### src/pkg/serial_mp_pkg.sv
// Purpose: Shared constants and types of the multiprocessor serial unit.
// Assumes: AXI4-Lite register access, one 40 MHz clock.
// Notes: Register offsets are byte addresses of aligned 32-bit words.
`default_nettype none
package serial_mp_pkg;
  // Register map
  localparam int unsigned ADDR_W = 6;
  localparam logic [5:0] OFS_CTRL = 6'h00;
  localparam logic [5:0] OFS_BAUD = 6'h04;
  localparam logic [5:0] OFS_TXBUF = 6'h08;
  localparam logic [5:0] OFS_RXBUF = 6'h0c;
  localparam logic [5:0] OFS_STAT = 6'h10;
  localparam logic [5:0] OFS_IRQ_STAT = 6'h14;
  localparam logic [5:0] OFS_IRQ_CLR = 6'h18;
  localparam logic [5:0] OFS_IRQ_EN = 6'h1c;
  localparam logic [1:0] RESP_OKAY = 2'h0;
  localparam logic [1:0] RESP_SLVERR = 2'h2;
  // Serial modes
  localparam logic [2:0] MODE_7BIT = 3'h4;
  localparam logic [2:0] MODE_8BIT = 3'h5;
  // Field positions
  localparam int unsigned TXB_MP = 8;
  localparam int unsigned RXB_MP = 8;
  localparam int unsigned RXB_OER = 12;
  localparam int unsigned RXB_FER = 13;
  localparam int unsigned RXB_PER = 14;
  localparam int unsigned ST_TXE = 0;
  localparam int unsigned ST_RXC = 1;
  localparam int unsigned ST_SKIP = 2;
  localparam int unsigned ST_SCLW = 3;
  localparam int unsigned ST_BUSY = 4;
  localparam int unsigned IRQ_W = 5;
  localparam int unsigned EV_TXE = 0;
  localparam int unsigned EV_RXC = 1;
  localparam int unsigned EV_ERR = 2;
  localparam int unsigned EV_ID = 3;
  localparam int unsigned EV_START = 4;
  // Counts
  localparam logic [3:0] OVS_MID = 4'h7;
  localparam logic [3:0] OVS_LAST = 4'hf;
  localparam logic [3:0] SYNC_DATA_BITS = 4'h8;
  localparam logic [3:0] SCL_WAIT_PULSE = 4'h9;
  localparam int unsigned FILTER_STAGES = 3;
  localparam logic [15:0] BAUD_RST = 16'h0001;
  localparam int unsigned CTRL_W = 13;

  typedef struct packed {
    logic ext_clk_sel;
    logic start_detect_init_enable;
    logic rx_filter_enable;
    logic rx_enable;
    logic tx_enable;
    logic multiproc_skip_enable;
    logic mp_format;
    logic parity_odd;
    logic parity_en;
    logic two_stop;
    logic [2:0] serial_mode_field;
  } ctrl_t;
  localparam ctrl_t CTRL_RST = ctrl_t'(13'h0000);

  typedef enum logic [1:0] {RX_IDLE, RX_START, RX_DATA, RX_STOP} rx_state_t;

  typedef struct packed {
    logic txd;
    logic scl_out;
    logic scl_oe_n;
  } pins_t;
endpackage
`default_nettype wire

### src/rtl/rx_noise_filter.sv
// Purpose: Three-latch noise canceller on the receive input.
// Assumes: sample pulses at 16 times the bit rate.
// Notes: Bypassed (one register stage) while disabled.
`default_nettype none
module rx_noise_filter #(
  parameter int unsigned STAGES = serial_mp_pkg::FILTER_STAGES
) (
  input wire logic aclk,
  input wire logic aresetn,
  input wire logic sample,
  input wire logic enable,
  input wire logic din,
  output logic dout
);
  import serial_mp_pkg::*;

  typedef struct packed {
    logic [STAGES-1:0] sh;
    logic out;
  } fst_t;

  fst_t st_r;
  fst_t st_nxt;

  if (STAGES < 2) begin : g_chk
    $error("rx_noise_filter needs at least two stages");
  end

  // Latch chain advances only on the oversampling pulse
  always_comb
  begin
    st_nxt = st_r;
    if (sample)
    begin
      st_nxt.sh = {st_r.sh[STAGES-2:0], din};
      if (&st_r.sh)
        st_nxt.out = 1'b1;
      else if (~|st_r.sh)
        st_nxt.out = 1'b0;
    end
    if (!enable)
      st_nxt.out = din;
  end

  // Idle line is high, so reset to high
  always_ff @(posedge aclk)
  begin
    if (!aresetn)
    begin
      st_r.sh <= '1;
      st_r.out <= 1'b1;
    end
    else
      st_r <= st_nxt;
  end

  assign dout = st_r.out;
endmodule
`default_nettype wire

### src/rtl/serial_mp_uart.sv
// Purpose: Asynchronous serial unit with multiprocessor format and start-triggered init.
// Assumes: Pins synchronous to aclk; AXI4-Lite slave with 32-bit data.
// Notes: Start-triggered transfers are clocked by the external serial clock line.
// Overview of operation
// Start detect reloads transmit shifter from buffer
// Data output holds level until first bit
// Start detect clears receive shifter, restarts capture
// Start detect arms clock low after ninth
// Start-triggered transfer keeps buffer-empty flag
// Software selects external clock for this; the code stores ext_clk_sel but never reads it, and always clocks on scl_in
// Extra bit: one is ID, zero data
// Sender sets extra bit per frame type
// Receiver software compares ID, decides skipping
// Skipping blocks buffer load, errors, flags
// ID frame sets received bit, ends skipping
// ID frame during skip stored, raises completion
// Multiprocessor format ignores parity setting
// Software picks mode 100b or 101b
// Received extra bit tells ID or data
// Filter enable routes input through canceller
// Filter samples at sixteen times bit rate
// Filter passes level only when latches agree
// Extra bit sits after data, before stop
`default_nettype none
module serial_mp_uart #(
  parameter int unsigned BAUD_W = 16
) (
  input wire logic aclk,
  input wire logic aresetn,
  input wire logic awvalid,
  output logic awready,
  input wire logic [serial_mp_pkg::ADDR_W-1:0] awaddr,
  input wire logic wvalid,
  output logic wready,
  input wire logic [31:0] wdata,
  input wire logic [3:0] wstrb,
  output logic bvalid,
  input wire logic bready,
  output logic [1:0] bresp,
  input wire logic arvalid,
  output logic arready,
  input wire logic [serial_mp_pkg::ADDR_W-1:0] araddr,
  output logic rvalid,
  input wire logic rready,
  output logic [31:0] rdata,
  output logic [1:0] rresp,
  input wire logic rx_data_input,
  input wire logic scl_in,
  output serial_mp_pkg::pins_t pins,
  output logic irq
);
  import serial_mp_pkg::*;

  if (BAUD_W < 2 || BAUD_W > 32) begin : g_chk
    $error("serial_mp_uart: BAUD_W must lie in 2..32");
  end

  typedef struct packed {
    ctrl_t ctrl;
    logic [BAUD_W-1:0] baud;
    logic [BAUD_W-1:0] baud_cnt;
    logic tick;
    logic [8:0] tx_buf;
    logic txe;
    logic tx_busy;
    logic [11:0] tx_sh;
    logic [3:0] tx_left;
    logic [3:0] tx_os;
    rx_state_t rx_st;
    logic [3:0] rx_os;
    logic [3:0] rx_cnt;
    logic [8:0] rx_sh;
    logic [14:0] rx_buf;
    logic rxc;
    logic sync_act;
    logic [3:0] sync_rise;
    logic [7:0] sync_tx;
    logic [7:0] sync_rx;
    logic scl_prev;
    logic rxd_prev;
    logic scl_wait;
    logic scl_hold;
    logic [IRQ_W-1:0] irq_stat;
    logic [IRQ_W-1:0] irq_en;
    pins_t pins;
    logic irq;
    logic awready;
    logic wready;
    logic bvalid;
    logic [1:0] bresp;
    logic aw_got;
    logic w_got;
    logic [ADDR_W-1:0] awaddr;
    logic [31:0] wdata;
    logic [3:0] wstrb;
    logic arready;
    logic rvalid;
    logic [31:0] rdata;
    logic [1:0] rresp;
  } st_t;

  st_t st_r;
  st_t st_nxt;
  logic filt;
  logic [IRQ_W-1:0] ev;
  logic [31:0] merged;
  logic start_det;
  logic scl_rise;
  logic scl_fall;
  logic mode_ok;
  logic [3:0] nbits;
  logic [8:0] al;
  logic [7:0] rx_d;
  logic rx_extra;
  logic rx_mpb;
  logic rx_fer;
  logic rx_per;

  // Byte-lane merge of a write into an old word
  function automatic logic [31:0] merge(input logic [31:0] old, input logic [31:0] wd, input logic [3:0] stb);
    logic [31:0] r;
    r = old;
    for (int i = 0; i < 4; i++)
      if (stb[i])
        r[8*i +: 8] = wd[8*i +: 8];
    return r;
  endfunction

  function automatic logic mapped(input logic [ADDR_W-1:0] a);
    return a == OFS_CTRL || a == OFS_BAUD || a == OFS_TXBUF || a == OFS_RXBUF ||
           a == OFS_STAT || a == OFS_IRQ_STAT || a == OFS_IRQ_CLR || a == OFS_IRQ_EN;
  endfunction

  function automatic logic [3:0] data_bits(input ctrl_t c);
    return (c.serial_mode_field == MODE_8BIT) ? 4'h8 : 4'h7;
  endfunction

  // Parity ignored when the multiprocessor bit takes its slot
  function automatic logic has_extra(input ctrl_t c);
    return c.mp_format | c.parity_en;
  endfunction

  function automatic logic par_of(input ctrl_t c, input logic [7:0] d);
    return (^d) ^ c.parity_odd;
  endfunction

  // Start, data LSB first, extra bit, then stop ones
  function automatic logic [11:0] tx_frame(input ctrl_t c, input logic [8:0] tb);
    logic [11:0] f;
    logic [7:0] d;
    logic [3:0] db;
    db = data_bits(c);
    d = (db == 4'h8) ? tb[7:0] : {1'b0, tb[6:0]};
    f = '1;
    f[0] = 1'b0;
    for (int i = 0; i < 8; i++)
      if (i < int'(db))
        f[i+1] = d[i];
    if (has_extra(c))
      f[db+4'h1] = c.mp_format ? tb[TXB_MP] : par_of(c, d);
    return f;
  endfunction

  function automatic logic [3:0] tx_len(input ctrl_t c);
    return 4'h1 + data_bits(c) + {3'h0, has_extra(c)} + (c.two_stop ? 4'h2 : 4'h1);
  endfunction

  function automatic logic [31:0] rd_word(input st_t s, input logic [ADDR_W-1:0] a);
    logic [31:0] r;
    r = '0;
    unique case (a)
      OFS_CTRL: r = 32'(s.ctrl);
      OFS_BAUD: r = 32'(s.baud);
      OFS_TXBUF: r = 32'(s.tx_buf);
      OFS_RXBUF: r = 32'(s.rx_buf);
      OFS_STAT: r = 32'({s.tx_busy | s.sync_act, s.scl_wait, s.ctrl.multiproc_skip_enable, s.rxc, s.txe});
      OFS_IRQ_STAT: r = 32'(s.irq_stat);
      OFS_IRQ_EN: r = 32'(s.irq_en);
      default: r = '0;
    endcase
    return r;
  endfunction

  rx_noise_filter #(
    .STAGES(FILTER_STAGES)
  ) u_filter (
    .aclk(aclk),
    .aresetn(aresetn),
    .sample(st_r.tick),
    .enable(st_r.ctrl.rx_filter_enable),
    .din(rx_data_input),
    .dout(filt)
  );

  // Whole next-state; bus first so that hardware sets win over clears
  always_comb
  begin
    st_nxt = st_r;
    ev = '0;
    // Old word of the addressed register, so one merge serves the control, baud and transmit buffer registers
    merged = merge(rd_word(st_r, st_r.awaddr), st_r.wdata, st_r.wstrb);
    mode_ok = st_r.ctrl.serial_mode_field == MODE_7BIT || st_r.ctrl.serial_mode_field == MODE_8BIT;
    nbits = data_bits(st_r.ctrl) + {3'h0, has_extra(st_r.ctrl)};
    al = st_r.rx_sh >> (4'h9 - nbits);
    rx_d = (data_bits(st_r.ctrl) == 4'h8) ? al[7:0] : {1'b0, al[6:0]};
    rx_extra = al[data_bits(st_r.ctrl)];
    rx_mpb = st_r.ctrl.mp_format & rx_extra;
    rx_fer = !filt;
    rx_per = st_r.ctrl.parity_en & !st_r.ctrl.mp_format & (rx_extra != par_of(st_r.ctrl, rx_d));
    scl_rise = scl_in & !st_r.scl_prev;
    scl_fall = !scl_in & st_r.scl_prev;
    start_det = st_r.ctrl.start_detect_init_enable & scl_in & st_r.scl_prev & st_r.rxd_prev & !rx_data_input;
    st_nxt.scl_prev = scl_in;
    st_nxt.rxd_prev = rx_data_input;

    // Oversampling tick at 16x bit rate
    st_nxt.tick = 1'b0;
    if (st_r.baud_cnt == '0)
    begin
      st_nxt.baud_cnt = st_r.baud;
      st_nxt.tick = 1'b1;
    end
    else
      st_nxt.baud_cnt = st_r.baud_cnt - 1'b1;

    // AXI write: address and data taken in either order
    if (st_r.awready && awvalid)
    begin
      st_nxt.aw_got = 1'b1;
      st_nxt.awaddr = awaddr;
    end
    if (st_r.wready && wvalid)
    begin
      st_nxt.w_got = 1'b1;
      st_nxt.wdata = wdata;
      st_nxt.wstrb = wstrb;
    end
    if (st_r.bvalid && bready)
      st_nxt.bvalid = 1'b0;
    if (st_r.aw_got && st_r.w_got && !st_r.bvalid)
    begin
      st_nxt.aw_got = 1'b0;
      st_nxt.w_got = 1'b0;
      st_nxt.bvalid = 1'b1;
      st_nxt.bresp = mapped(st_r.awaddr) ? RESP_OKAY : RESP_SLVERR;
      unique case (st_r.awaddr)
        OFS_CTRL: st_nxt.ctrl = ctrl_t'(merged[CTRL_W-1:0]);
        OFS_BAUD: st_nxt.baud = merged[BAUD_W-1:0];
        OFS_TXBUF:
        begin
          st_nxt.tx_buf = merged[8:0];
          st_nxt.txe = 1'b0;
        end
        OFS_STAT:
          if (st_r.wstrb[0] && !st_r.wdata[ST_SCLW])
            st_nxt.scl_wait = 1'b0;
        OFS_IRQ_CLR:
          if (st_r.wstrb[0])
            st_nxt.irq_stat = st_r.irq_stat & ~st_r.wdata[IRQ_W-1:0];
        OFS_IRQ_EN:
          if (st_r.wstrb[0])
            st_nxt.irq_en = st_r.wdata[IRQ_W-1:0];
        default: st_nxt.bresp = RESP_SLVERR;
      endcase
    end
    st_nxt.awready = !st_nxt.aw_got && !st_nxt.bvalid;
    st_nxt.wready = !st_nxt.w_got && !st_nxt.bvalid;

    // AXI read; reading the receive buffer clears completion
    if (st_r.rvalid && rready)
      st_nxt.rvalid = 1'b0;
    if (st_r.arready && arvalid)
    begin
      st_nxt.rvalid = 1'b1;
      st_nxt.rdata = rd_word(st_r, araddr);
      st_nxt.rresp = mapped(araddr) ? RESP_OKAY : RESP_SLVERR;
      if (araddr == OFS_RXBUF)
        st_nxt.rxc = 1'b0;
    end
    st_nxt.arready = !st_nxt.rvalid;

    // Asynchronous transmitter, one bit per 16 ticks
    if (!st_r.tx_busy)
    begin
      if (st_r.ctrl.tx_enable && mode_ok && !st_r.txe && !st_r.sync_act)
      begin
        st_nxt.tx_sh = tx_frame(st_r.ctrl, st_r.tx_buf);
        st_nxt.tx_left = tx_len(st_r.ctrl);
        st_nxt.tx_os = '0;
        st_nxt.tx_busy = 1'b1;
        st_nxt.txe = 1'b1;
        ev[EV_TXE] = 1'b1;
      end
    end
    else if (st_r.tick)
    begin
      st_nxt.tx_os = st_r.tx_os + 1'b1;
      if (st_r.tx_os == '0)
      begin
        st_nxt.pins.txd = st_r.tx_sh[0];
        st_nxt.tx_sh = {1'b1, st_r.tx_sh[11:1]};
      end
      if (st_r.tx_os == OVS_LAST)
      begin
        st_nxt.tx_left = st_r.tx_left - 1'b1;
        if (st_r.tx_left == 4'h1)
          st_nxt.tx_busy = 1'b0;
      end
    end

    // Asynchronous receiver on the filtered input
    if (!st_r.ctrl.rx_enable || !mode_ok || st_r.sync_act)
      st_nxt.rx_st = RX_IDLE;
    else if (st_r.tick)
    begin
      st_nxt.rx_os = st_r.rx_os + 1'b1;
      unique case (st_r.rx_st)
        RX_IDLE:
          if (!filt)
          begin
            st_nxt.rx_st = RX_START;
            st_nxt.rx_os = '0;
          end
        RX_START:
          if (st_r.rx_os == OVS_MID)
          begin
            st_nxt.rx_st = filt ? RX_IDLE : RX_DATA;
            st_nxt.rx_os = '0;
            st_nxt.rx_cnt = '0;
          end
        RX_DATA:
          if (st_r.rx_os == OVS_LAST)
          begin
            st_nxt.rx_sh = {filt, st_r.rx_sh[8:1]};
            st_nxt.rx_cnt = st_r.rx_cnt + 1'b1;
            if (st_r.rx_cnt + 1'b1 == nbits)
              st_nxt.rx_st = RX_STOP;
          end
        RX_STOP:
          if (st_r.rx_os == OVS_LAST)
          begin
            st_nxt.rx_st = RX_IDLE;
            // Skipped data frames leave buffer and flags alone
            if (!st_r.ctrl.multiproc_skip_enable || rx_mpb)
            begin
              st_nxt.rx_buf = '0;
              st_nxt.rx_buf[7:0] = rx_d;
              st_nxt.rx_buf[RXB_MP] = rx_mpb;
              if (!st_r.ctrl.multiproc_skip_enable)
              begin
                st_nxt.rx_buf[RXB_OER] = st_r.rxc;
                st_nxt.rx_buf[RXB_FER] = rx_fer;
                st_nxt.rx_buf[RXB_PER] = rx_per;
                ev[EV_ERR] = st_r.rxc | rx_fer | rx_per;
              end
              st_nxt.rxc = 1'b1;
              ev[EV_RXC] = 1'b1;
              if (rx_mpb)
              begin
                st_nxt.ctrl.multiproc_skip_enable = 1'b0;
                ev[EV_ID] = 1'b1;
              end
            end
          end
      endcase
    end

    // Start-triggered transfer, clocked by the serial clock line
    if (start_det)
    begin
      st_nxt.sync_act = 1'b1;
      st_nxt.sync_tx = st_r.tx_buf[7:0];
      st_nxt.tx_busy = 1'b0;
      st_nxt.sync_rx = '0;
      st_nxt.sync_rise = '0;
      st_nxt.rx_st = RX_IDLE;
      st_nxt.scl_wait = 1'b1;
      st_nxt.pins.txd = st_r.pins.txd;
      st_nxt.txe = st_r.txe;
      ev[EV_START] = 1'b1;
    end
    else if (st_r.sync_act)
    begin
      if (scl_rise && st_r.sync_rise < SCL_WAIT_PULSE)
      begin
        st_nxt.sync_rise = st_r.sync_rise + 1'b1;
        if (st_r.sync_rise < SYNC_DATA_BITS)
          st_nxt.sync_rx = {st_r.sync_rx[6:0], rx_data_input};
      end
      if (scl_fall)
      begin
        if (st_r.sync_rise < SYNC_DATA_BITS)
        begin
          st_nxt.pins.txd = st_r.sync_tx[7];
          st_nxt.sync_tx = {st_r.sync_tx[6:0], 1'b1};
        end
        else if (st_r.sync_rise == SYNC_DATA_BITS)
          st_nxt.pins.txd = 1'b1;
        else
        begin
          st_nxt.sync_act = 1'b0;
          st_nxt.rx_buf = 15'(st_r.sync_rx);
          st_nxt.rxc = 1'b1;
          ev[EV_RXC] = 1'b1;
          if (st_r.scl_wait)
            st_nxt.scl_hold = 1'b1;
        end
      end
    end

    // Clock line held low until software drops the wait
    if (!st_nxt.scl_wait)
      st_nxt.scl_hold = 1'b0;
    st_nxt.pins.scl_out = 1'b0;
    st_nxt.pins.scl_oe_n = !st_nxt.scl_hold;

    // Sticky events; a set in the clearing cycle survives
    st_nxt.irq_stat = st_nxt.irq_stat | ev;
    st_nxt.irq = |(st_nxt.irq_stat & st_nxt.irq_en);
  end

  // Single state register
  always_ff @(posedge aclk)
  begin
    if (!aresetn)
    begin
      st_r <= '0;
      st_r.ctrl <= CTRL_RST;
      st_r.baud <= BAUD_W'(BAUD_RST);
      st_r.txe <= 1'b1;
      st_r.rx_st <= RX_IDLE;
      st_r.scl_prev <= 1'b1;
      st_r.rxd_prev <= 1'b1;
      st_r.pins.txd <= 1'b1;
      st_r.pins.scl_out <= 1'b0;
      st_r.pins.scl_oe_n <= 1'b1;
    end
    else
      st_r <= st_nxt;
  end

  assign awready = st_r.awready;
  assign wready = st_r.wready;
  assign bvalid = st_r.bvalid;
  assign bresp = st_r.bresp;
  assign arready = st_r.arready;
  assign rvalid = st_r.rvalid;
  assign rdata = st_r.rdata;
  assign rresp = st_r.rresp;
  assign pins = st_r.pins;
  assign irq = st_r.irq;
endmodule
`default_nettype wire

### config.mk
export PLATFORM = sky130hd
export DESIGN_NAME = serial_mp_uart
export DESIGN_NICKNAME = d
export VERILOG_FILES = /design/src/pkg/serial_mp_pkg.sv /design/src/rtl/rx_noise_filter.sv /design/src/rtl/serial_mp_uart.sv
export SDC_FILE = /design/constraint.sdc
export NUM_CORES = 1
export LEC_CHECK = 0
export BUFFER_PORTS_ARGS = -buffer_cell sky130_fd_sc_hd__buf_2
export CORE_ASPECT_RATIO = 0.9
export CORE_MARGIN = 2
export CORE_UTILIZATION = 60
export DETAILED_ROUTE_END_ITERATION = 10
export PLACE_DENSITY = 0.81
export SETUP_SLACK_MARGIN = 0.02
export SKIP_CTS_REPAIR_TIMING = 1
export SLEW_MARGIN = 0
export SYNTH_ARGS = -nofsm -noshare
export SYNTH_HDL_FRONTEND = slang
export SYNTH_HIERARCHICAL = 1
export SYNTH_SLANG_ARGS = --single-unit
### constraint.sdc
create_clock -name aclk -period 4.05 [get_ports aclk]
set_clock_uncertainty 0.15 [all_clocks]
set_input_delay 0.2025 -clock aclk [delete_from_list [all_inputs] [get_ports aclk]]
set_output_delay 0.2025 -clock aclk [all_outputs]
set_load 0.03 [all_outputs]
==> summary.md, run 1 <==
| Metric | Value |
|---|---|
| Post-DP Area | `10300 um^2` |
| Clock transition at path regs | `0.06 ns` |
| Failing checks | `hold timing` |
| Flop pwr share | `0.438` |
| Slowest cell delay on critical path | `0.63 ns` |
| Clk_lat worst skew | `0.51 ns` |
| Worst Setup End Kind | `flip-flop` |
| Pre-CTS setup slack | `0.428 ns` |
| Final nets | `1342` |
| Int Power | `3.67 mW` |
| Clock buffer depth | `3` |
| Startpoint class of the critical path | `flip-flop` |
| Post-synth EDFFs | `0` |
| Synth top area share | `0.398` |
| P_sw | `1.23 mW` |
| Mapped cell area | `10200 um^2` |
| Final Max Slew Viols | `0` |
| Min cycle time layout | `3.71 ns` |
| Crit Path Max Fanout | `9` |
| Setup TNS | `0 ns` |
| H-tree levels | `1` |
| Num CTS Buffers | `22` |
| Overall global routing resource usage | `0.295` |
| Sw Share | `0.252` |
| Initial core utilization | `0.608` |
| ANT cells | `0` |
| CP max-delay cell | `ha_1` |
| Core area | `16800 um^2` |
| Most frequent cells in the layout | `nand2_1 (203), dfxtp_1 (203), nor2_1 (122)` |
| WL final | `27900 um` |
| Maximum vdd ir drop | `0.371 mV` |
| Pin count of the biggest net entering global routing | `58` |
| Final cell count without fillers | `1495` |
| Initial antenna violation count | `0` |
| Min-Delay Path Class | `in -> reg` |
| Syn avg cell area | `8.28 um^2` |
| CP Cell Sequence | `and3b_1 > clkinv_1 > ha_1 > mux4_2 > xnor3_1 > xnor2_1 > or4_4 > o211ai_1` |
| # clock sinks | `203` |
| Sequential area share after synthesis | `0.398` |
| Routed via count | `9236` |
| GP Congestion | `0.953` |
| DP HPWL | `18600 um` |
| Power Total | `4.90 mW` |
| Io pins | `102` |
| Vias per cell | `6.18` |
| Arrival time worst endpoint | `3.99 ns` |
| Post-synth top area cell | `dfxtp_1` |
| Final worst setup slack | `0.343 ns` |
| Clock share of power | `0.449` |
| Fmax | `270 MHz` |
| Share of cells above drive strength 1 | `0.127` |
| Chip height | `128 um` |
| Fin. Hold Viols | `1` |
| WL/cell | `18.7 um` |
| Async SR Flop Fraction | `0` |
| Power per cell area | `426 nW/um^2` |
| I/O Buffers | `64` |
| # setup viols final | `0` |
| GRT overflow | `0` |
| Required @ worst endpoint | `4.33 ns` |
| Area delta synth->final | `12.7%` |
| Std cell rows | `45` |
| DRT Pass-1 Iters | `6` |
| Worst setup path class | `reg -> reg` |
| Hold_ws | `-0.0662 ns` |
| Max-cap violation count | `0` |
| Top area cells in the synthesized netlist | `dfxtp_1 (40%), nand2_1 (7.5%), a21oi_1 (5.7%), nor2_1 (4.5%), buf_4 (3.0%)` |
| DR iter-0 viols | `977` |
| Pleak | `4.37 nW` |
| Routed Antenna Nets | `0` |
| Clock Root Buffer | `clkbuf_16` |
| First-pass GRT wire length | `42900 um` |
| Synthesis Warnings | `6` |
| Die Span X | `141 um` |
| Number of global-route vias before repair | `7966` |
| Library cells used by synthesis | `72` |
| Cells after DPL | `1419` |
| Fin area | `11500 um^2` |
| Synth Register Bits | `203` |
| Cells after Synth | `1233` |
| # DRC | `0` |
| Status | `finished, violations left` |
| Unrepaired setup endpoints after global routing | `no` |
| Period utilization | `0.915` |
| Dominant synthesized flop cell | `dfxtp_1` |
| Slew Limit Headroom | `0.357` |
| Tightest Pin Transition | `0.963 ns` |
| TritonCTS clock tree | `done` |
| Die footprint | `18100 um^2` |
| Logic gate share of total power | `0.113` |
-- routing by layer --
metal	up-vias	global-route usage	wire, um
met5	-	0	0
met4	0	0.0729	735
met3	58	0.0501	2570
met2	411	0.450	12400
met1	4392	0.437	12200
li1	4375	-	-
-- cells by family after synthesis --
kind of cell | Yosys count | share of synthesized area
adder cells (fa/ha/maj) | 17 | 0.0208
buffers and inverters | 146 | 0.0704
AND/OR/NAND/NOR | 470 | 0.213
XOR/XNOR | 32 | 0.0302
multiplexers | 65 | 0.0824
AO/OA/AOI/OAI | 299 | 0.185
flip-flops | 203 | 0.398
other | 1 | 0.000367
-- worst paths after layout --
kind / start / end / slack (ns) / cells past startpoint
worst min-delay path: awvalid / st_r[79]$_SDFF_PN0_ / -0.07 / 3
worst max-delay path: st_r[224]$_SDFFE_PN0P_ / st_r[139]$_SDFF_PN0_ / 0.34 / 8
worst min register to register: st_r[171]$_SDFFE_PN0P_ / st_r[170]$_SDFFE_PN0P_ / 0.30 / 2
worst max register to register: st_r[224]$_SDFFE_PN0P_ / st_r[139]$_SDFF_PN0_ / 0.34 / 8
-- stage by stage --
stage | util | hold slack [ns]
6_report | 0.685 | -0.0662
5_1_grt | 0.685 | 0.0104
4_1_cts | 0.664 | -0.223
3_5_place_dp | 0.616 | 0.291
3_3_place_gp | 0.616 | 0.291
2_1_floorplan | - | 0.114
-- Yosys cell counts, types with 4 or more instances --
cell type and instances:
mux4_2 13, a222oi_1 6, nor3_1 11, xor2_1 11, buf_2 6, mux2_2 22
nand3_1 35, a311oi_1 5, a21oi_1 117, and2_1 10, nand4b_1 6, mux2i_1 30
o21ai_0 41, a22o_1 6, buf_1 7, and3_1 7, and4_1 4, nor2b_1 8
o22ai_1 9, o211ai_1 4, nor2_1 122, a22oi_1 39, xnor2_1 19, ha_1 17
a221oi_1 5, buf_4 41, nand2b_1 16, or3_1 8, dfxtp_1 203, clkbuf_1 62
a21o_1 4, inv_1 27, o21a_1 7, nand4_1 10, a31oi_1 8, nand2_1 203
a211oi_1 24, or2_2 7
-- registers in the layout, summed over array words and instances (netlist names), named ones only --
name,cells
wready,1
irq,1
rresp,1
arready,1
pins,2
rdata,16
u_filter/st_r,3
st_r,172
bresp,1
u_filter/dout,1
rvalid,1
bvalid,1
awready,1
-- critical path: cells and delay by family, from the launching register on --
kind	cells	cell delay [ns]
simple gates	2	0.90
mux	1	0.58
xor+xnor	2	0.60
fa+ha+maj	1	0.63
flops	1	0.38
buf+inv	1	0.30
compound gates	1	0.09
-- cell type report --
class | count | area, um^2
clock inverter | 11 | 161
timing repair buffer | 111 | 763
clock buffer | 29 | 648
tap | 211 | 264
multi-input combinational | 902 | 5490
inverter | 28 | 108
fill | 1323 | 5280
sequential | 203 | 4060
-- power groups by stage --
| stage | Sequential [mW] | Clock [mW] | Combinational, mW |
|---|---|---|---|
| floorplan | 2.16 | 0 | 0.428 |
| global placement | 2.18 | 0 | 0.509 |
| detailed placement | 2.19 | 0 | 0.514 |
| CTS | 2.14 | 2.22 | 0.519 |
| global route | 2.15 | 2.29 | 0.605 |
| finish | 2.15 | 2.20 | 0.554 |
(Power assumes the default switching activity.)
==> inputs of run 2 (changes only) <==
--- a/config.mk
+++ b/config.mk
@@ -8,12 +8,12 @@
 export BUFFER_PORTS_ARGS = -buffer_cell sky130_fd_sc_hd__buf_2
 export CORE_ASPECT_RATIO = 0.9
 export CORE_MARGIN = 2
-export CORE_UTILIZATION = 60
+export CORE_UTILIZATION = 64
 export DETAILED_ROUTE_END_ITERATION = 10
-export PLACE_DENSITY = 0.81
+export PLACE_DENSITY = 0.85
 export SETUP_SLACK_MARGIN = 0.02
 export SKIP_CTS_REPAIR_TIMING = 1
-export SLEW_MARGIN = 0
+export SLEW_MARGIN = 20
 export SYNTH_ARGS = -nofsm -noshare
 export SYNTH_HDL_FRONTEND = slang
 export SYNTH_HIERARCHICAL = 1
==> constraint.sdc (replaced) <==
create_clock -name aclk -period 4.75 [get_ports aclk]
set_clock_uncertainty 0.15 [all_clocks]
set_input_delay 0.2375 -clock aclk [delete_from_list [all_inputs] [get_ports aclk]]
set_output_delay 0.2375 -clock aclk [all_outputs]
set_load 0.03 [all_outputs]
==> summary.md, run 2 (synthesized netlist as in run 1, its figures left out) <==
| Metric | Value |
|---|---|
| Unrepaired setup endpoints after global routing | `no` |
| Initial core utilization | `0.659` |
| Startpoint class of the critical path | `flip-flop` |
| Setup TNS | `0 ns` |
| CP Cell Sequence | `and3b_1 > clkinv_1 > ha_1 > mux4_2 > xnor3_1 > xnor2_1 > or4_4 > o211ai_1` |
| Buf/Inv on CP | `1` |
| Routed Antenna Nets | `0` |
| Fin. Hold Viols | `1` |
| Min cycle time layout | `3.76 ns` |
| Met1 usage | `0.454` |
| Final nets | `1336` |
| Num CTS Buffers | `21` |
| Pin count of the biggest net entering global routing | `103` |
| M3 GR Usage | `0.0598` |
| Logic gate share of total power | `0.119` |
| Worst setup path class | `reg -> reg` |
| Maximum vdd ir drop | `0.289 mV` |
| CP delay by family, top | `simple AND/OR/NAND/NOR gates` |
| First-pass GRT wire length | `41900 um` |
| # DRC | `0` |
| Slowest cell delay on critical path | `0.74 ns` |
| P_sw | `1.02 mW` |
| Final worst setup slack | `0.988 ns` |
| Pre-CTS setup slack | `1.00 ns` |
| Tightest Pin Transition | `1.13 ns` |
| GP Congestion | `0.999` |
| Number of global-route vias before repair | `8065` |
| Routed via count | `9417` |
| Die footprint | `17000 um^2` |
| Io pins | `102` |
| TritonCTS clock tree | `done` |
| DP HPWL | `18200 um` |
| Clock Root Buffer | `clkbuf_16` |
| Largest Register | `st_r` |
| Flop pwr share | `0.466` |
| # setup viols final | `0` |
| Status | `finished, violations left` |
| GRT overflow | `0` |
| Clock share of power | `0.414` |
| Overall global routing resource usage | `0.312` |
| Crit Path Max Fanout | `15` |
| Min-Delay Path Class | `in -> reg` |
| Clk_lat worst skew | `0.49 ns` |
| WL/cell | `19.5 um` |
| Vias per cell | `6.38` |
| Share of cells above drive strength 1 | `0.117` |
| Arrival time worst endpoint | `4.03 ns` |
| Max-cap violation count | `0` |
| Die Span X | `137 um` |
| Slew Limit Headroom | `0.241` |
| Grt met2 use | `0.464` |
| Hold_ws | `-0.0195 ns` |
| Area delta synth->final | `10.8%` |
| Clock transition at path regs | `0.06 ns` |
| Chip height | `124 um` |
| Core area | `15500 um^2` |
| H-tree levels | `1` |
| CP max-delay cell | `ha_1` |
| Final Max Slew Viols | `0` |
| GR peak layer | `met2` |
| Worst Setup End Kind | `flip-flop` |
| Max reg flops | `172` |
| Pleak | `4.27 nW` |
| Most frequent cells in the layout | `nand2_1 (203), dfxtp_1 (203), nor2_1 (122)` |
| Required @ worst endpoint | `5.02 ns` |
| Initial antenna violation count | `0` |
| Power per cell area | `348 nW/um^2` |
| DRT Pass-1 Iters | `6` |
| ANT cells | `0` |
| WL final | `28800 um` |
| I/O Buffers | `64` |
| Fmax | `266 MHz` |
| Int Power | `2.91 mW` |
| # clock sinks | `203` |
| Clock buffer depth | `3` |
| Sw Share | `0.260` |
| Failing checks | `hold timing` |
| Period utilization | `0.792` |
| DR iter-0 viols | `1158` |
| Std cell rows | `43` |
[run 2: power by group through the flow]
stage	combinational, mW	clock (mW)	sequential (mW)
after floorplan	0.365	0	1.84
after global placement	0.425	0	1.86
after detailed placement	0.431	0	1.87
after CTS	0.435	1.64	1.83
after global routing	0.515	1.71	1.84
final	0.469	1.63	1.83
[run 2: worst min-delay path: stages]
cell and delay, ns:
buf_2 0.17, a21oi_1 0.10, nor2_1 0.09
[run 2: metal layers]
layer  vias up  wire (um)
met5         -          0
met4         0       1270
met3       102       2780
met2       499      12700
met1      4461      12000
li1       4355          -
[run 2: final cells by class]
type,instances,area (um^2)
well taps,202,253
repair buffers,106,726
flip-flops and latches,203,4060
inverters,28,108
clock inverters,6,80.1
clock buffers,29,586
multi-input cells,902,5490
fillers,1126,4190
[run 2: per-stage QoR]
stage / std cells / cell area (um^2) / util / power [mW]
floorplan: 1251 / 10300 / - / 2.21
finish: 1476 / 11300 / 0.730 / 3.93
detailed placement: 1405 / 10300 / 0.664 / 2.30
global route: 1476 / 11300 / 0.730 / 4.07
global placement: 1405 / 10300 / 0.664 / 2.29
CTS: 1440 / 10900 / 0.706 / 3.90
[run 2: worst paths after layout]
kind,from,endpoint,slack [ns],cells past startpoint
max,st_r[224]$_SDFFE_PN0P_,st_r[139]$_SDFF_PN0_,0.99,8
min,awvalid,st_r[79]$_SDFF_PN0_,-0.02,3
max reg2reg,st_r[224]$_SDFFE_PN0P_,st_r[139]$_SDFF_PN0_,0.99,8
min reg2reg,st_r[112]$_SDFFE_PN0P_,st_r[112]$_SDFFE_PN0P_,0.30,2
==> inputs of run 3 (changes only) <==
--- a/config.mk
+++ b/config.mk
@@ -8,9 +8,9 @@
 export BUFFER_PORTS_ARGS = -buffer_cell sky130_fd_sc_hd__buf_2
 export CORE_ASPECT_RATIO = 0.9
 export CORE_MARGIN = 2
-export CORE_UTILIZATION = 64
+export CORE_UTILIZATION = 54
 export DETAILED_ROUTE_END_ITERATION = 10
-export PLACE_DENSITY = 0.85
+export PLACE_DENSITY = 0.77
 export SETUP_SLACK_MARGIN = 0.02
 export SKIP_CTS_REPAIR_TIMING = 1
 export SLEW_MARGIN = 20
==> constraint.sdc (replaced) <==
create_clock -name aclk -period 3.1 [get_ports aclk]
set_clock_uncertainty 0.15 [all_clocks]
set_input_delay 0.155 -clock aclk [delete_from_list [all_inputs] [get_ports aclk]]
set_output_delay 0.155 -clock aclk [all_outputs]
set_load 0.03 [all_outputs]
==> summary.md, run 3 (synthesized netlist as in run 1, its figures left out) <==
| Metric | Value |
|---|---|
| CP delay by family, top | `simple AND/OR/NAND/NOR gates` |
| Cells after DPL | `1473` |
| GRT overflow | `0` |
| Power per cell area | `521 nW/um^2` |
| DP HPWL | `19300 um` |
| Initial antenna violation count | `1` |
| Io pins | `102` |
| CP max-delay cell | `mux4_2` |
| Share of cells above drive strength 1 | `0.136` |
| I/O Buffers | `64` |
| Final nets | `1363` |
| Unrepaired setup endpoints after global routing | `no` |
| Largest Register | `st_r` |
| Reg-to-reg endpoint | `st_r[139]$_SDFF_PN0_` |
| Slew Limit Headroom | `0.335` |
| Buf/Inv on CP | `1` |
| Hold EP | `u_filter/st_r[3]$_SDFFE_PN1P_` |
| Final Max Slew Viols | `0` |
| FF-to-FF path depth | `8` |
| GP Congestion | `0.951` |
| Setup TNS | `0 ns` |
| Std cell rows | `47` |
| Area delta synth->final | `13.8%` |
| Clock buffer depth | `3` |
| Final cell count without fillers | `1552` |
| Die footprint | `20000 um^2` |
| Chip height | `134 um` |
| Required @ worst endpoint | `3.39 ns` |
| First-pass GRT wire length | `42700 um` |
| Routed Antenna Nets | `0` |
| Maximum vdd ir drop | `0.420 mV` |
| Vias per cell | `6.00` |
| Worst r2r src | `st_r[224]$_SDFFE_PN0P_` |
| Worst hold start | `aresetn` |
| Max-cap violation count | `0` |
| Routed via count | `9307` |
| Max reg flops | `172` |
| Final worst setup slack | `0.186 ns` |
| Tightest Pin Transition | `0.990 ns` |
| Min-Delay Path Class | `in -> reg` |
| Pre-CTS setup slack | `0.0605 ns` |
| Worst Setup End Kind | `flip-flop` |
| Clock transition at path regs | `0.06 ns` |
| Min cycle time layout | `2.91 ns` |
| Worst setup path class | `reg -> reg` |
| Startpoint class of the critical path | `flip-flop` |
| WL final | `28200 um` |
| Pin count of the biggest net entering global routing | `92` |
| Crit Path Max Fanout | `6` |
| Initial core utilization | `0.553` |
| # clock sinks | `203` |
| Clk_lat worst skew | `0.51 ns` |
| WL/cell | `18.2 um` |
| Overall global routing resource usage | `0.267` |
| # DRC | `0` |
| DRT Pass-1 Iters | `8` |
| Die Span X | `149 um` |
| Period utilization | `0.940` |
| Fin. Hold Viols | `0` |
| Pleak | `4.42 nW` |
| Fmax | `343 MHz` |
| TritonCTS clock tree | `done` |
| Clock Root Buffer | `clkbuf_16` |
| Arrival time worst endpoint | `3.20 ns` |
| Status | `complete, no violations` |
| H-tree levels | `1` |
| Slowest cell delay on critical path | `0.52 ns` |
| Reg-to-reg slack, setup | `0.19 ns` |
| Number of global-route vias before repair | `8056` |
| # setup viols final | `0` |
| Most frequent cells in the layout | `nand2_1 (203), dfxtp_1 (203), nor2_1 (122)` |
| CP Cell Sequence | `and3b_1 > clkinv_2 > ha_4 > mux4_2 > xnor3_1 > xnor2_1 > or4_4 > o211ai_1` |
| Hold path cells | `2` |
| Core area | `18500 um^2` |
| DR iter-0 viols | `1096` |
| Num CTS Buffers | `22` |
-- run 3: cell types whose count changed in the layout (fill, tap and decap cells not counted), moves of 2 or more --
| cell | delta |
|---|---|
| buf_4 | +24 |
| clkbuf_16 | +2 |
| diode_2 | +2 |
| bufinv_16 | -2 |
| clkbuf_1 | +3 |
-- run 3: worst max-delay path by stage --
stage | to | cells past startpoint | slack (ns) | from
after floorplan | st_r[139]$_SDFF_PN0_ | 10 | 0.08 | st_r[225]$_SDFFE_PN0P_
after global placement | st_r[139]$_SDFF_PN0_ | 8 | 0.12 | st_r[224]$_SDFFE_PN0P_
after detailed placement | st_r[139]$_SDFF_PN0_ | 8 | 0.06 | st_r[224]$_SDFFE_PN0P_
after CTS | st_r[139]$_SDFF_PN0_ | 8 | 0.005 | st_r[224]$_SDFFE_PN0P_
after global routing | irq$_SDFF_PN0_ | 10 | 0.05 | st_r[224]$_SDFFE_PN0P_
final | st_r[139]$_SDFF_PN0_ | 8 | 0.19 | st_r[224]$_SDFFE_PN0P_
-- run 3: worst reg2reg max path: stages, from the launching register on --
cell	delay, ns
dfxtp_1	0.32
and3b_1	0.28
clkinv_2	0.10
ha_4	0.34
mux4_2	0.52
xnor3_1	0.38
xnor2_1	0.16
or4_4	0.49
o211ai_1	0.09
-- run 3: metal layers --
layer	track usage	share of wire	vias to the layer above
met5	0	0	-
met4	0.0852	0.040	0
met3	0.0575	0.094	97
met2	0.398	0.44	469
met1	0.385	0.43	4311
li1	-	-	4430
-- run 3: layout make-up --
type	instances	area [um^2]
Clock inverter	5	28.8
Clock buffer	35	661
Multi-Input combinational cell	902	5510
Fill cell	1569	6850
Antenna cell	2	5.00
Sequential cell	203	4060
Inverter	28	109
Timing Repair Buffer	132	936
Tap cell	245	307
-- run 3: report_power, final --
part | total [mW] | leakage [nW] | switching [mW] | internal, mW
Sequential | 2.80 | 1.64 | 0.103 | 2.70
Clock | 2.50 | 0.342 | 1.04 | 1.46
Combinational | 0.749 | 2.43 | 0.452 | 0.297
-- run 3: metrics by stage --
step / util / hold WS [ns] / instance area, um^2 / total power, mW
after global placement: 0.571 / 0.247 / 10500 / 3.53
after global routing: 0.629 / 0.0791 / 11600 / 6.28
final: 0.629 / 0.0662 / 11600 / 6.05
after CTS: 0.608 / -0.279 / 11200 / 6.03
after floorplan: - / 0.0669 / 10300 / 3.38
after detailed placement: 0.571 / 0.251 / 10500 / 3.54
